<file path="src/dio_defines.svh">
// register map, field positions and reset values of the ddr io cell
// assumes byte addresses on a 32-bit classic wishbone bus
`ifndef DIO_DEFINES_SVH
`define DIO_DEFINES_SVH
// ***********************************
// register offsets
// ***********************************
`define DIO_CTRL_ADR   8'h00
`define DIO_CFG_ADR    8'h04
`define DIO_STATUS_ADR 8'h08
// ***********************************
// control register fields and reset
// ***********************************
`define DIO_CTRL_MODE_LSB 0
`define DIO_CTRL_INIT_BIT 2
`define DIO_CTRL_SWOE_BIT 3
`define DIO_CTRL_SWCL_BIT 4
`define DIO_CTRL_DLY_LSB  5
`define DIO_CTRL_W        7
`define DIO_CTRL_RST      7'h00
// ***********************************
// clocking configuration fields and reset
// ***********************************
`define DIO_CFG_ICLK_LSB 0
`define DIO_CFG_OCLK_LSB 2
`define DIO_CFG_ICE_LSB  4
`define DIO_CFG_OCE_LSB  7
`define DIO_CFG_OE_LSB   10
`define DIO_CFG_CLR_LSB  14
`define DIO_CFG_W        16
`define DIO_CFG_RST      16'h0FF0
`endif

</file>
<file path="src/dio_pkg.sv">
// types shared by the ddr io cell
// assumes dio_defines.svh holds the numbers
package dio_pkg;
   // cell operating modes
   typedef enum logic [1:0] {DIO_SINGLE, DIO_DDR_IN, DIO_DDR_OUT, DIO_DDR_BIDIR} dio_mode_e;
   // input delay element setting
   typedef logic [1:0] dio_dly_t;
endpackage

</file>
<file path="src/dio_cell.sv">
// one bidirectional ddr io cell with a wishbone register port
// assumes one 40 MHz clock; pins and control lines synchronous to it
//
// Added by the designer: the address map and register access over Wishbone.
`timescale 1ns/1ps
`include "dio_defines.svh"
module dio_cell
   import dio_pkg::*;
(
   input  wire logic        i_clock,
   input  wire logic        i_rst_b,
   input  wire logic        i_wb_cyc,
   input  wire logic        i_wb_stb,
   input  wire logic        i_wb_we,
   input  wire logic [7:0]  i_wb_adr,
   input  wire logic [3:0]  i_wb_sel,
   input  wire logic [31:0] i_wb_dat,
   output logic      [31:0] o_wb_dat,
   output logic             o_wb_ack,
   input  wire logic [5:0]  i_pcb_oe,
   input  wire logic [5:0]  i_pcb_ce,
   input  wire logic        i_pad,
   output logic             o_pad,
   output logic             o_pad_oe,
   input  wire logic        i_tx_valid,
   input  wire logic [1:0]  i_tx_data,
   output logic             o_tx_ready,
   output logic             o_rx_valid,
   output logic [1:0]       o_rx_data,
   input  wire logic        i_rx_ready
);
   // ***********************************
   // declarations
   // ***********************************
   logic [`DIO_CTRL_W-1:0] ctrl_reg;        // mode, init level, sw oe/clear, delay
   logic [`DIO_CFG_W-1:0]  cfg_reg;         // clock, enable, oe and clear selects
   logic [31:0]            rdat_reg;        // read data held with ack
   logic                   ack_reg;         // one-cycle bus answer
   logic                   int_clk_reg;     // divided cell clock, half rate
   logic                   iclk_prev_reg;   // last input clock level
   logic                   oclk_prev_reg;   // last output clock level
   logic [2:0]             dly_reg;         // input delay chain taps
   logic                   in_a_reg;        // rising-edge input register
   logic                   in_b_reg;        // falling-edge input register
   logic                   latch_reg;       // holds the rising bit
   logic                   out_a_reg;       // first output bit
   logic                   out_b_reg;       // second output bit
   logic                   oe_pos_reg;      // rising-edge oe register
   logic                   oe_neg_reg;      // falling-edge oe register
   logic                   pad_reg;         // registered pin drive
   logic                   pad_oe_reg;      // registered pin enable
   logic                   push_reg;        // capture word ready to push
   logic [1:0]             word_reg;        // captured word
   logic                   tx_rdy_reg;      // core may hand a pair
   logic                   head_v_reg;      // buffer head valid
   logic [1:0]             head_reg;        // buffer head word
   logic                   tail_v_reg;      // buffer second entry valid
   logic [1:0]             tail_reg;        // buffer second entry word
   // ***********************************
   // decode and selection
   // ***********************************
   dio_mode_e mode_w;
   dio_dly_t  dly_w;
   wire       req_w    = i_wb_cyc & i_wb_stb & ~ack_reg;
   wire       wr_w     = req_w & i_wb_we;
   wire       ctrl_hit = (i_wb_adr == `DIO_CTRL_ADR);
   wire       cfg_hit  = (i_wb_adr == `DIO_CFG_ADR);
   wire       stat_hit = (i_wb_adr == `DIO_STATUS_ADR);
   assign mode_w = dio_mode_e'(ctrl_reg[`DIO_CTRL_MODE_LSB +: 2]);
   assign dly_w  = ctrl_reg[`DIO_CTRL_DLY_LSB +: 2];
   wire       init_w   = ctrl_reg[`DIO_CTRL_INIT_BIT];
   wire [1:0] iclk_sel = cfg_reg[`DIO_CFG_ICLK_LSB +: 2];
   wire [1:0] oclk_sel = cfg_reg[`DIO_CFG_OCLK_LSB +: 2];
   wire [2:0] ice_sel  = cfg_reg[`DIO_CFG_ICE_LSB +: 3];
   wire [2:0] oce_sel  = cfg_reg[`DIO_CFG_OCE_LSB +: 3];
   wire [3:0] oe_sel   = cfg_reg[`DIO_CFG_OE_LSB +: 4];
   wire [1:0] clr_sel  = cfg_reg[`DIO_CFG_CLR_LSB +: 2];
   // only ce0 and ce2 may stand in as a cell clock
   wire iclk_w = (iclk_sel == 2'h1) ? i_pcb_ce[0] :
                 (iclk_sel == 2'h2) ? i_pcb_ce[2] : int_clk_reg;
   wire oclk_w = (oclk_sel == 2'h1) ? i_pcb_ce[0] :
                 (oclk_sel == 2'h2) ? i_pcb_ce[2] : int_clk_reg;
   // any of the six ce lines gates a path; 6 and 7 mean always on
   wire ice_line = (ice_sel > 3'h5) ? 1'b1 : i_pcb_ce[ice_sel];
   wire oce_w    = (oce_sel > 3'h5) ? 1'b1 : i_pcb_ce[oce_sel];
   // oe from oe0..oe5, ce1, ce3 or software
   wire oe_src_w = (oe_sel < 4'h6)  ? i_pcb_oe[oe_sel[2:0]] :
                   (oe_sel == 4'h6) ? i_pcb_ce[1] :
                   (oe_sel == 4'h7) ? i_pcb_ce[3] : ctrl_reg[`DIO_CTRL_SWOE_BIT];
   // a single clear for the input and output registers: ce4, ce5 or software
   wire clr_w = (clr_sel == 2'h1) ? i_pcb_ce[4] :
                (clr_sel == 2'h2) ? i_pcb_ce[5] :
                (clr_sel == 2'h3) ? ctrl_reg[`DIO_CTRL_SWCL_BIT] : 1'b0;
   // edge events of the two cell clocks
   wire irise_w = iclk_w & ~iclk_prev_reg;
   wire ifall_w = ~iclk_w & iclk_prev_reg;
   wire orise_w = oclk_w & ~oclk_prev_reg;
   wire ofall_w = ~oclk_w & oclk_prev_reg;
   // a full buffer stalls capture so no word is lost
   wire ice_w   = ice_line & ~tail_v_reg;
   // delay element: off or one to three cycles
   wire pin_w   = (dly_w == 2'h0) ? i_pad : dly_reg[dly_w - 2'h1];
   wire ddr_in_w  = (mode_w == DIO_DDR_IN) | (mode_w == DIO_DDR_BIDIR);
   wire ddr_out_w = (mode_w == DIO_DDR_OUT) | (mode_w == DIO_DDR_BIDIR);
   wire take_w    = tx_rdy_reg & i_tx_valid;
   wire pop_w     = head_v_reg & i_rx_ready;
   wire [31:0] stat_w = {24'h000000, tail_v_reg, head_v_reg, oe_neg_reg, oe_pos_reg,
                         out_b_reg, out_a_reg, in_b_reg, in_a_reg};
   wire [31:0] rd_w   = ctrl_hit ? {25'h0, ctrl_reg} :
                        cfg_hit  ? {16'h0000, cfg_reg} :
                        stat_hit ? stat_w : 32'h00000000;
   // ***********************************
   // wishbone slave
   // ***********************************
   // answers every request one cycle later; unmapped reads give zero
   always_ff @(posedge i_clock)
   begin
      if (!i_rst_b)
      begin
         ack_reg  <= 1'b0;
         rdat_reg <= 32'h00000000;
      end
      else
      begin
         ack_reg  <= req_w;
         rdat_reg <= req_w ? rd_w : 32'h00000000;
      end
   end
   // control registers, low two byte lanes only
   always_ff @(posedge i_clock)
   begin
      if (!i_rst_b)
      begin
         ctrl_reg <= `DIO_CTRL_RST;
         cfg_reg  <= `DIO_CFG_RST;
      end
      else if (wr_w && ctrl_hit && i_wb_sel[0])
      begin
         ctrl_reg <= i_wb_dat[`DIO_CTRL_W-1:0];
      end
      else if (wr_w && cfg_hit)
      begin
         if (i_wb_sel[0])
            cfg_reg[7:0] <= i_wb_dat[7:0];
         if (i_wb_sel[1])
            cfg_reg[15:8] <= i_wb_dat[15:8];
      end
   end
   // ***********************************
   // clocking and delay chain
   // ***********************************
   // divider makes the half-rate cell clock; previous levels find edges
   always_ff @(posedge i_clock)
   begin
      if (!i_rst_b)
      begin
         int_clk_reg   <= 1'b0;
         iclk_prev_reg <= 1'b0;
         oclk_prev_reg <= 1'b0;
         dly_reg       <= 3'h0;
      end
      else
      begin
         int_clk_reg   <= ~int_clk_reg;
         iclk_prev_reg <= iclk_w;
         oclk_prev_reg <= oclk_w;
         dly_reg       <= {dly_reg[1:0], i_pad};
      end
   end
   // ***********************************
   // input registers and latch
   // ***********************************
   // clear wins over every clocked load; it lands on the programmed level
   always_ff @(posedge i_clock)
   begin
      if (!i_rst_b)
      begin
         in_a_reg  <= 1'b0;
         in_b_reg  <= 1'b0;
         latch_reg <= 1'b0;
         push_reg  <= 1'b0;
         word_reg  <= 2'h0;
      end
      else if (clr_w)
      begin
         in_a_reg  <= init_w;
         in_b_reg  <= init_w;
         latch_reg <= init_w;
         push_reg  <= 1'b0;
      end
      else
      begin
         push_reg <= 1'b0;
         if (irise_w && ice_w && mode_w != DIO_DDR_OUT)
         begin
            in_a_reg <= pin_w;
            if (!ddr_in_w)
            begin
               // single rate: one bit per rising edge
               push_reg <= 1'b1;
               word_reg <= {1'b0, pin_w};
            end
         end
         if (ifall_w && ice_w && ddr_in_w)
         begin
            in_b_reg  <= pin_w;
            latch_reg <= in_a_reg;
            push_reg  <= 1'b1;
            word_reg  <= {in_a_reg, pin_w};
         end
         // a disabled enable leaves every register but push_reg as it is
      end
   end
   // ***********************************
   // output and oe registers
   // ***********************************
   // output pair loads on the hand-off the cycle after a rise, oe on the rise and then the fall, all under one shared enable
   always_ff @(posedge i_clock)
   begin
      if (!i_rst_b)
      begin
         out_a_reg  <= 1'b0;
         out_b_reg  <= 1'b0;
         oe_pos_reg <= 1'b0;
         oe_neg_reg <= 1'b0;
         tx_rdy_reg <= 1'b0;
      end
      else if (clr_w)
      begin
         out_a_reg  <= init_w;
         out_b_reg  <= init_w;
         oe_pos_reg <= init_w;
         oe_neg_reg <= init_w;
         tx_rdy_reg <= 1'b0;
      end
      else
      begin
         // ready the cycle after a rise, so the pair loads on the hand-off one cycle after that rise;
         // a level test would fire in every high cycle of a slow ce0 or ce2 clock
         tx_rdy_reg <= oce_w & orise_w;
         if (take_w)
         begin
            out_a_reg <= i_tx_data[0];
            out_b_reg <= i_tx_data[1];
         end
         if (orise_w && oce_w)
            oe_pos_reg <= oe_src_w;
         if (ofall_w && oce_w)
            oe_neg_reg <= oe_pos_reg;
      end
   end
   // ***********************************
   // pin drive
   // ***********************************
   // one cycle of pipeline, traded for a glitch-free registered pin
   always_ff @(posedge i_clock)
   begin
      if (!i_rst_b)
      begin
         pad_reg    <= 1'b0;
         pad_oe_reg <= 1'b0;
      end
      else
      begin
         // first bit while clock high, second while low
         pad_reg <= (ddr_out_w && !oclk_w) ? out_b_reg : out_a_reg;
         if (mode_w == DIO_DDR_IN)
            pad_oe_reg <= 1'b0;
         else if (ddr_out_w)
            pad_oe_reg <= oe_neg_reg;
         else
            pad_oe_reg <= oe_pos_reg;
      end
   end
   // ***********************************
   // two-entry receive buffer
   // ***********************************
   // head feeds the core; tail catches one word while the core stalls
   always_ff @(posedge i_clock)
   begin
      if (!i_rst_b)
      begin
         head_v_reg <= 1'b0;
         tail_v_reg <= 1'b0;
         head_reg   <= 2'h0;
         tail_reg   <= 2'h0;
      end
      else if (pop_w && tail_v_reg)
      begin
         head_reg   <= tail_reg;
         tail_v_reg <= 1'b0;
      end
      else if (pop_w || !head_v_reg)
      begin
         head_v_reg <= push_reg;
         head_reg   <= push_reg ? word_reg : head_reg;
      end
      else if (push_reg)
      begin
         tail_v_reg <= 1'b1;
         tail_reg   <= word_reg;
      end
   end
   // ***********************************
   // outputs
   // ***********************************
   assign o_wb_ack   = ack_reg;
   assign o_wb_dat   = rdat_reg;
   assign o_pad      = pad_reg;
   assign o_pad_oe   = pad_oe_reg;
   assign o_tx_ready = tx_rdy_reg;
   assign o_rx_valid = head_v_reg;
   assign o_rx_data  = head_reg;
endmodule

</file>
<file path="config.mk">
export PLATFORM = sky130hd
export DESIGN_NAME = dio_cell
export DESIGN_NICKNAME = d
export VERILOG_FILES = /design/src/dio_pkg.sv /design/src/dio_cell.sv
export VERILOG_INCLUDE_DIRS = /design/src
export SDC_FILE = /design/constraint.sdc
export NUM_CORES = 1
export LEC_CHECK = 0
export BUFFER_PORTS_ARGS = -buffer_cell sky130_fd_sc_hd__buf_2
export CORE_MARGIN = 2
export CORE_UTILIZATION = 40
export CTS_CLUSTER_DIAMETER = 30
export DETAILED_ROUTE_END_ITERATION = 7
export PLACE_DENSITY = 0.7
export SYNTH_ARGS = -nofsm -noshare
export SYNTH_HDL_FRONTEND = slang
export SYNTH_SLANG_ARGS = --single-unit
</file>
<file path="constraint.sdc">
create_clock -name i_clock -period 2.9 [get_ports i_clock]
set_clock_uncertainty 0.15 [all_clocks]
set_input_delay 0.145 -clock i_clock [delete_from_list [all_inputs] [get_ports i_clock]]
set_output_delay 0.145 -clock i_clock [all_outputs]
set_load 0.005 [all_outputs]
</file>
Yosys cells after proc, flatten, opt, wreduce, memory -nomap -nowiden
Index checks and enable logic that the tools add are counted.

Register bits: 80. Logic and storage cells: 160. Bits of input ports: 66.

Reduce and logical (&&, ||, !) cells: 37. Order comparisons: 7. Add/sub/neg operators: 1. Bitwise logic cells: 26. Mux-type cells: 47. Eq/ne operators: 16.

Operators with widths (count): $mux W1 (34); $mux W16 (1); $reduce_bool A2 Y1 (8); $not A1 Y1 (13); $eq A2 B2 Y1 const B (6); $lt A3 B4 Y1 const B (3); $mux W2 (6); $reduce_and A3 Y1 (4); $and A1 B1 Y1 (11); $logic_and A1 B1 Y1 (11); $bmux W1 S3 (3); $eq A2 B1 Y1 const B (4); $eq A4 B3 Y1 const B (2); $eq A8 B3 Y1 const B (1); $eq A8 B4 Y1 const B (1); $logic_not A8 Y1 (1); $mux W8 (1); $reduce_and A2 Y1 (4); $mux W7 (1); $gt A3 B3 Y1 const B (2); $reduce_or A2 Y1 (3); $lt A4 B3 Y1 const B (1); $reduce_or A4 Y1 (1); $lt A2 B3 Y1 const B (1); 9 further kinds (11).

Logic depth before layout (Yosys ltp)
Gate-level depths: netlist (run 1).

Depth in word-level cells: 9. Depth in mapped cells: 7. Depth with buffers taken out: 7.

Worst setup path before layout (run 1)
OpenSTA, ideal clock, no wires.

Path type: reg-to-reg. Start: register cfg_reg[4]. End: register in_a_reg. Clock period less this slack: 1.730 ns. Stages on the path, launching flop included: 6. Required time: 2.607 ns. Setup time: 0.143 ns. Arrival: 1.438 ns. Slack: 1.170 ns. Cell sequence: dfxtp_1 -> mux4_2 -> or2_4 -> nand4b_2 -> mux2i_1 -> a21oi_1.

Longest elaborated chain between the ends: 7.

Ends and longest elaborated chain: start, declared (line dio_cell.sv:36) `` logic [`DIO_CFG_W-1:0] cfg_reg; ``; start signal, assigned (line dio_cell.sv:135) `` cfg_reg <= `DIO_CFG_RST; ``; start signal, assigned (line dio_cell.sv:144) `cfg_reg[7:0] <= i_wb_dat[7:0];`; $bmux W1 S3 (line dio_cell.sv:84) `wire ice_line = (ice_sel > 3'h5) ? 1'b1 : i_pcb_ce[ice_sel];`; $mux W1 (not written as such) (line dio_cell.sv:84); $mux W1 * (line dio_cell.sv:84); $and A1 B1 Y1 * (line dio_cell.sv:100) `wire ice_w = ice_line & ~tail_v_reg;`; $logic_and A1 B1 Y1 * (2 in series) (line dio_cell.sv:194) `if (irise_w && ice_w && mode_w != DIO_DDR_OUT)`; $reduce_bool A2 Y1 (no line) *; end signal, assigned (line dio_cell.sv:186) `in_a_reg <= init_w;`; end signal, assigned (line dio_cell.sv:196) `in_a_reg <= pin_w;`; end, declared (line dio_cell.sv:43) `logic in_a_reg;`.

Every way passes the cells marked *; elsewhere a longest branch is shown, timed or not. The select of a mux whose other input is x is not followed. A chain may end at the register's enable or synchronous reset.

Worst setup path in the final report (run 1)
Start: register ack_reg (netlist: o_wb_ack). End: register cfg_reg[11].

Longest elaborated chain between the ends: 7.

Ends and longest elaborated chain: start, declared (line dio_cell.sv:38) `logic ack_reg;`; start signal, assigned (line dio_cell.sv:125) `ack_reg <= req_w;`; $not A1 Y1 * (line dio_cell.sv:64) `wire req_w = i_wb_cyc & i_wb_stb & ~ack_reg;`; $and A1 B1 Y1 * (line dio_cell.sv:64); $and A1 B1 Y1 * (line dio_cell.sv:65) `wire wr_w = req_w & i_wb_we;`; $logic_and A1 B1 Y1 (2 in series) (line dio_cell.sv:137) `else if (wr_w && ctrl_hit && i_wb_sel[0])`; $not A1 Y1 (no line); $reduce_and A3 Y1 (no line) *; end signal, assigned (line dio_cell.sv:135); end signal, assigned (line dio_cell.sv:146) `cfg_reg[15:8] <= i_wb_dat[15:8];`.

Every way passes the cells marked *; elsewhere a longest branch is shown, timed or not.

==> results of run 1 <==
-- worst max-delay path, cell delays in order (launching register included) --
cell,delay (ps)
dfxtp_1,320
and4b_2,330
nand2_1,200
nor2_2,360
nand2_1,120
nand3_1,100
dlygate4sd3_1,540
-- cell type report --
type | instances | area [µm²] | area share (%)
sequential | 64 | 1280 | 34.8
timing repair buffer | 95 | 598 | 16.3
clock inverter | 5 | 56.3 | 1.53
tap | 96 | 120 | 3.27
clock buffer | 11 | 141 | 3.84
inverter | 8 | 30.0 | 0.817
multi-input combinational | 232 | 1450 | 39.4
-- power groups by stage --
stage / registers (mW) / clock network (mW) / logic [mW]
final: 0.902 / 0.767 / 0.146
after global routing: 0.904 / 0.813 / 0.163
after CTS: 0.902 / 0.773 / 0.145
after detailed placement: 0.922 / 0 / 0.124
after global placement: 0.922 / 0 / 0.122
after floorplan: 0.921 / 0 / 0.0876
-- path summary, 6_finish.rpt --
| kind | cells after the start | startpoint | slack, ps | endpoint |
|---|---|---|---|---|
| hold reg to reg | 2 | tail_reg[0] | 310 | tail_reg[0] |
| setup / recovery | 6 | o_wb_ack | 720 | cfg_reg[11] |
| setup reg to reg | 6 | o_wb_ack | 720 | cfg_reg[11] |
| hold / removal | 2 | i_rst_b | 1 | cfg_reg[5] |
-- logic make-up (layout without fill, tap and decap cells) --
kind of cell / Yosys count / after routing / synth area share, %
AO/OA/AOI/OAI: 58 / 58 / 11.5
adder cells (fa/ha/maj): 1 / 1 / 0.436
buffers and inverters: 34 / 119 / 6.84
flip-flops: 64 / 64 / 44.6
multiplexers: 41 / 41 / 15.3
other: 1 / 16 / 0.131
AND/OR/NAND/NOR: 116 / 116 / 21.2
-- per-stage QoR --
step / cells / power [mW] / setup WS [ps]
after floorplan: 330 / 1.01 / 1170
after global placement: 471 / 1.04 / 931
after detailed placement: 471 / 1.05 / 921
after CTS: 511 / 1.82 / 787
after global routing: 511 / 1.88 / 637
final: 511 / 1.81 / 720
-- routing by layer --
layer	track usage, %	vias up
met4	8.68	0
met1	24.1	1131
met5	0	-
met2	26.7	76
li1	-	1253
met3	3.73	12
-- placed cells by master, fill, tap and decap left out, types with 2 or more instances in the layout --
cell type,n
buf_2,70
dfxtp_1,64
nor2_1,37
mux2i_1,35
nand2_1,32
a21oi_1,29
dlygate4sd3_1,24
conb_1,16
o21ai_0,15
nand3_1,12
and2_1,11
clkbuf_8,10
inv_1,7
mux2_2,4
nor2b_1,4
a31oi_1,3
nor3_1,3
a211oi_1,3
mux4_2,2
and2b_1,2
a22oi_1,2
nand4_2,2
nor2_2,2
o211ai_1,2
clkinv_2,2
-- what timing repair did --
item / 4_1_cts / 5_1_grt
buffers inserted: 0 / 0
hold buffers: 24 / 0
endpoints found under the hold margin: 28 / 0
==> out/results.ini, run 1 <==
[run_status]
status=completed

[setup_path]
critical_path.max_fanout=9
cp_data_required_time_ps=3040
cp_data_arrival_time_ps=2320
critPathCaptureType=flop
path_class=reg2reg
start_kind=flop

[floorplanning]
start_util_pct=41.8
boundaryPins=105
dieArea_um2=7870
die_w_um=88.7
core-area_um2=6870
num_rows=30
chipHeight_um=88.7

[place]
dp_hpwl_mm=4.80
place_congestion=0.839
port_buffers=70
place_area_um2=3240

[power]
combPwrFrac_pct=8.0
pwr-share-seq_pct=49.7
ir_worst_vdd_mv=0.230
leakagePower_nw=1.60
power_frac_clock_pct=42.3
power.density_nw_per_um2=494
switching_share_pct=23.7
p_switching_uw=430
p_int_mw=1.38

[cts]
htree_levels=3
numClockSinks=64
path_clk_slew_ps=80
cts_made_buffers=9
cts_root_buf=clkbuf_8
cts_tree=built
cts_buffer_depth=2
insertion_delay_ps=340
post_cts_resized=0

[layout]
fillerInstances=637
final_area_um2=3680
utilization_pct=53.5
drive_gt1_share_pct=25.1
area_delta_synth_final_pct=28.1
antenna_cells=0
layout.nets=477

[yosys]
syn_area_um2=2870
synth_top_cell_by_area=dfxtp_1
synth_ff_type=dfxtp_1
synth_edf_count=0
synth.distinct_cells=42
syn_avg_cell_area_um2=9.12
synth_common_cells=64 x dfxtp_1, 37 x nor2_1, 35 x mux2i_1
synth_seq_cells=64
ys_seq_area_share_pct=44.6
synthCells=315
ys_warn_count=0
synth_top_cell_area_share_pct=44.6
synth-async-reset-ratio_pct=0
synth_area_leaders=dfxtp_1 45%, mux2i_1 12%, a21oi_1 5.1%
synth_most_common_cell=dfxtp_1

[drt]
top_layer=met4
vias=2472
routed_wl_mm=6.59
postRouteAntennaNets=0
wl_met1_mm=3.13
dr_wl_met3_um=341
drt_first_pass_iters=4
wl_met2_mm=2.95
drt_iter0_markers=72
drc=0
wl_per_cell_um=12.9
vias_per_cell=4.84

[sta]
finalHoldViolCount=0
period_minus_slack_ps=2180
worst_pin_slew_ps=691
period_share_pct=75.2
setup_tns_ps=0
finalMaxSlewViolations=0
setup_violations=0
rsz0062_at_grt=false
clock.fmax_mhz=459
holdWs_ps=1.34
slew_headroom_pct=53.6

[run]
drv_cap=0

[hold_path]
hold_class=in2reg

[global_route]
grt_pass1_wl_mm=10.5
grt-ovfl-total=0
grt_max_degree=29
grt_pass1_vias=2171
antenna_found_initial=0
grt_use_total_pct=17.7

Note: power is estimated with default switching activity, not from simulation.
==> run 2, diff against run 1 <==
--- a/config.mk
+++ b/config.mk
@@ -11,7 +11,7 @@
 export CORE_UTILIZATION = 40
 export CTS_CLUSTER_DIAMETER = 30
 export DETAILED_ROUTE_END_ITERATION = 7
-export PLACE_DENSITY = 0.7
+export PLACE_DENSITY = 0.72
 export SYNTH_ARGS = -nofsm -noshare
 export SYNTH_HDL_FRONTEND = slang
 export SYNTH_SLANG_ARGS = --single-unit
==> constraint.sdc (replaced) <==
create_clock -name i_clock -period 1.9 [get_ports i_clock]
set_clock_uncertainty 0.15 [all_clocks]
set_input_delay 0.095 -clock i_clock [delete_from_list [all_inputs] [get_ports i_clock]]
set_output_delay 0.095 -clock i_clock [all_outputs]
set_load 0.005 [all_outputs]
==> run 2 against run 1 <==
Net effect: final area grew 2.0%; first-iteration DRC count up 75%; final cell count increased by 1.2%; sequential power grew 53%; sequential share of layout area fell by 0.67 points; sequential cell count stayed put; largest cell class unchanged.
==> out/results.ini, run 2 (synthesis gave the netlist of run 1 again) <==
[run_status]
status=completed

[global_route]
use_met2_pct=31.5
grt-ovfl-total=0
grt_pass1_wl_mm=11.2
antenna_found_initial=0
grt_pass1_vias=2416
grt_util_met3_pct=3.26
grt_use_total_pct=19.0
gr-usage-met1_pct=22.7
grt_max_degree=28
grt-busiest-layer=met2

[sta]
slew_headroom_pct=65.7
clock.fmax_mhz=554
finalHoldViolCount=0
setup_tns_ps=0
worst_pin_slew_ps=513
setup_violations=0
period_minus_slack_ps=1800
finalMaxSlewViolations=0
period_share_pct=94.9
rsz0062_at_grt=false
holdWs_ps=20.9

[layout]
drive_gt1_share_pct=27.1
final_common_cell=buf_2
fillerInstances=622
final_area_um2=3750
area_delta_synth_final_pct=30.6
final_cell_mix=70 x buf_2, 64 x dfxtp_1, 37 x nor2_1
antenna_cells=0
layout.nets=483

[floorplanning]
core-area_um2=6870
chipHeight_um=88.7
num_rows=30
start_util_pct=41.8
boundaryPins=105
dieArea_um2=7870
die_w_um=88.7

[hold_path]
whs_endpoint=cfg_reg[7]
hold_path_depth=3
hold_class=in2reg
hp-start=i_rst_b

[power]
power.density_nw_per_um2=800
pwr-share-seq_pct=45.9
p_int_mw=2.35
combPwrFrac_pct=7.8
p_switching_uw=649
ir_worst_vdd_mv=0.372
power_frac_clock_pct=46.3
switching_share_pct=21.7
leakagePower_nw=1.67

[cts]
post_cts_resized=0
cts_hold_buffers=20
cts_made_buffers=9
numClockSinks=64
cts_tree=built
insertion_delay_ps=340
cts_root_buf=clkbuf_8
path_clk_slew_ps=70
htree_levels=3
cts_buffer_depth=2
cts_setup_buffers=0

[setup_path]
start_kind=flop
cp_data_arrival_time_ps=1880
path_class=reg2reg
r2r_end=in_b_reg
reg2reg_slack_ps=100
cp_data_required_time_ps=1980
critPathMaxStageDelay_ps=530
critPathCaptureType=flop
ff2ff_path_depth=5
cp_slowest_cell=mux4_2
critical_path.max_fanout=4
path_cells=mux4_2 -> or2_4 -> nand4_2 -> mux2i_1 -> a21oi_1
r2r-start=cfg_reg[4]

[place]
dp_hpwl_mm=5.13
place_congestion=0.853
port_buffers=70
place_area_um2=3310

[drt]
vias_per_cell=4.89
drt_iter0_markers=126
drt_first_pass_iters=4
routed_wl_mm=7.06
wl_per_cell_um=13.7
drc=0
postRouteAntennaNets=0
vias=2527

[run]
drv_cap=0

run 2: worst max path at each step:
stage | start | end | depth (start not counted)
2_1_floorplan | cfg_reg[4] | in_a_reg | 5
3_3_place_gp | cfg_reg[4] | in_a_reg | 5
3_5_place_dp | cfg_reg[4] | in_a_reg | 5
4_1_cts | cfg_reg[4] | in_a_reg | 5
5_1_grt | cfg_reg[4] | in_a_reg | 5
6_report | cfg_reg[4] | in_b_reg | 5
run 2: area by class of cell:
cell class	count	area [µm²]	share of cell area [%]
timing repair buffer	101	633	16.9
multi-input combinational	232	1450	38.7
sequential	64	1280	34.2
tap	96	120	3.20
clock inverter	6	108	2.87
clock buffer	10	128	3.40
inverter	8	30.0	0.801
run 2: through the flow:
| stage | std cells | total power, mW | util [%] | setup WS (ps) |
|---|---|---|---|---|
| 2_1_floorplan | 330 | 1.54 | - | 170 |
| 3_3_place_gp | 481 | 1.60 | 48.3 | 133 |
| 3_5_place_dp | 481 | 1.61 | 48.3 | 80.4 |
| 4_1_cts | 517 | 3.02 | 54.6 | 84.3 |
| 5_1_grt | 517 | 3.09 | 54.6 | 30.8 |
| 6_report | 517 | 3.00 | 54.6 | 96.3 |
run 2: power groups by stage:
stage                     Combinational (mW)  Sequential (mW)  Clock [mW]
after floorplan                        0.134             1.41           0
after global placement                 0.196             1.41           0
after detailed placement               0.201             1.41           0
after CTS                              0.232             1.38        1.41
after global routing                   0.259             1.38        1.45
final                                  0.234             1.38        1.39
run 2: per-layer routing:
metal	wire (µm)	share of wire, %	up-vias
met3	365	5.2	14
met1	3100	44	1176
met2	3410	48	81
li1	-	-	1256
met5	0	0	-
met4	195	2.8	0
run 2: worst max-delay path, delay by kind of cell (launching register included):
kind	cells	cell delay [ps]
and+or+nand+nor	2	330
muxes	2	730
AOI/OAI and AO/OA	1	80
DFF	1	400
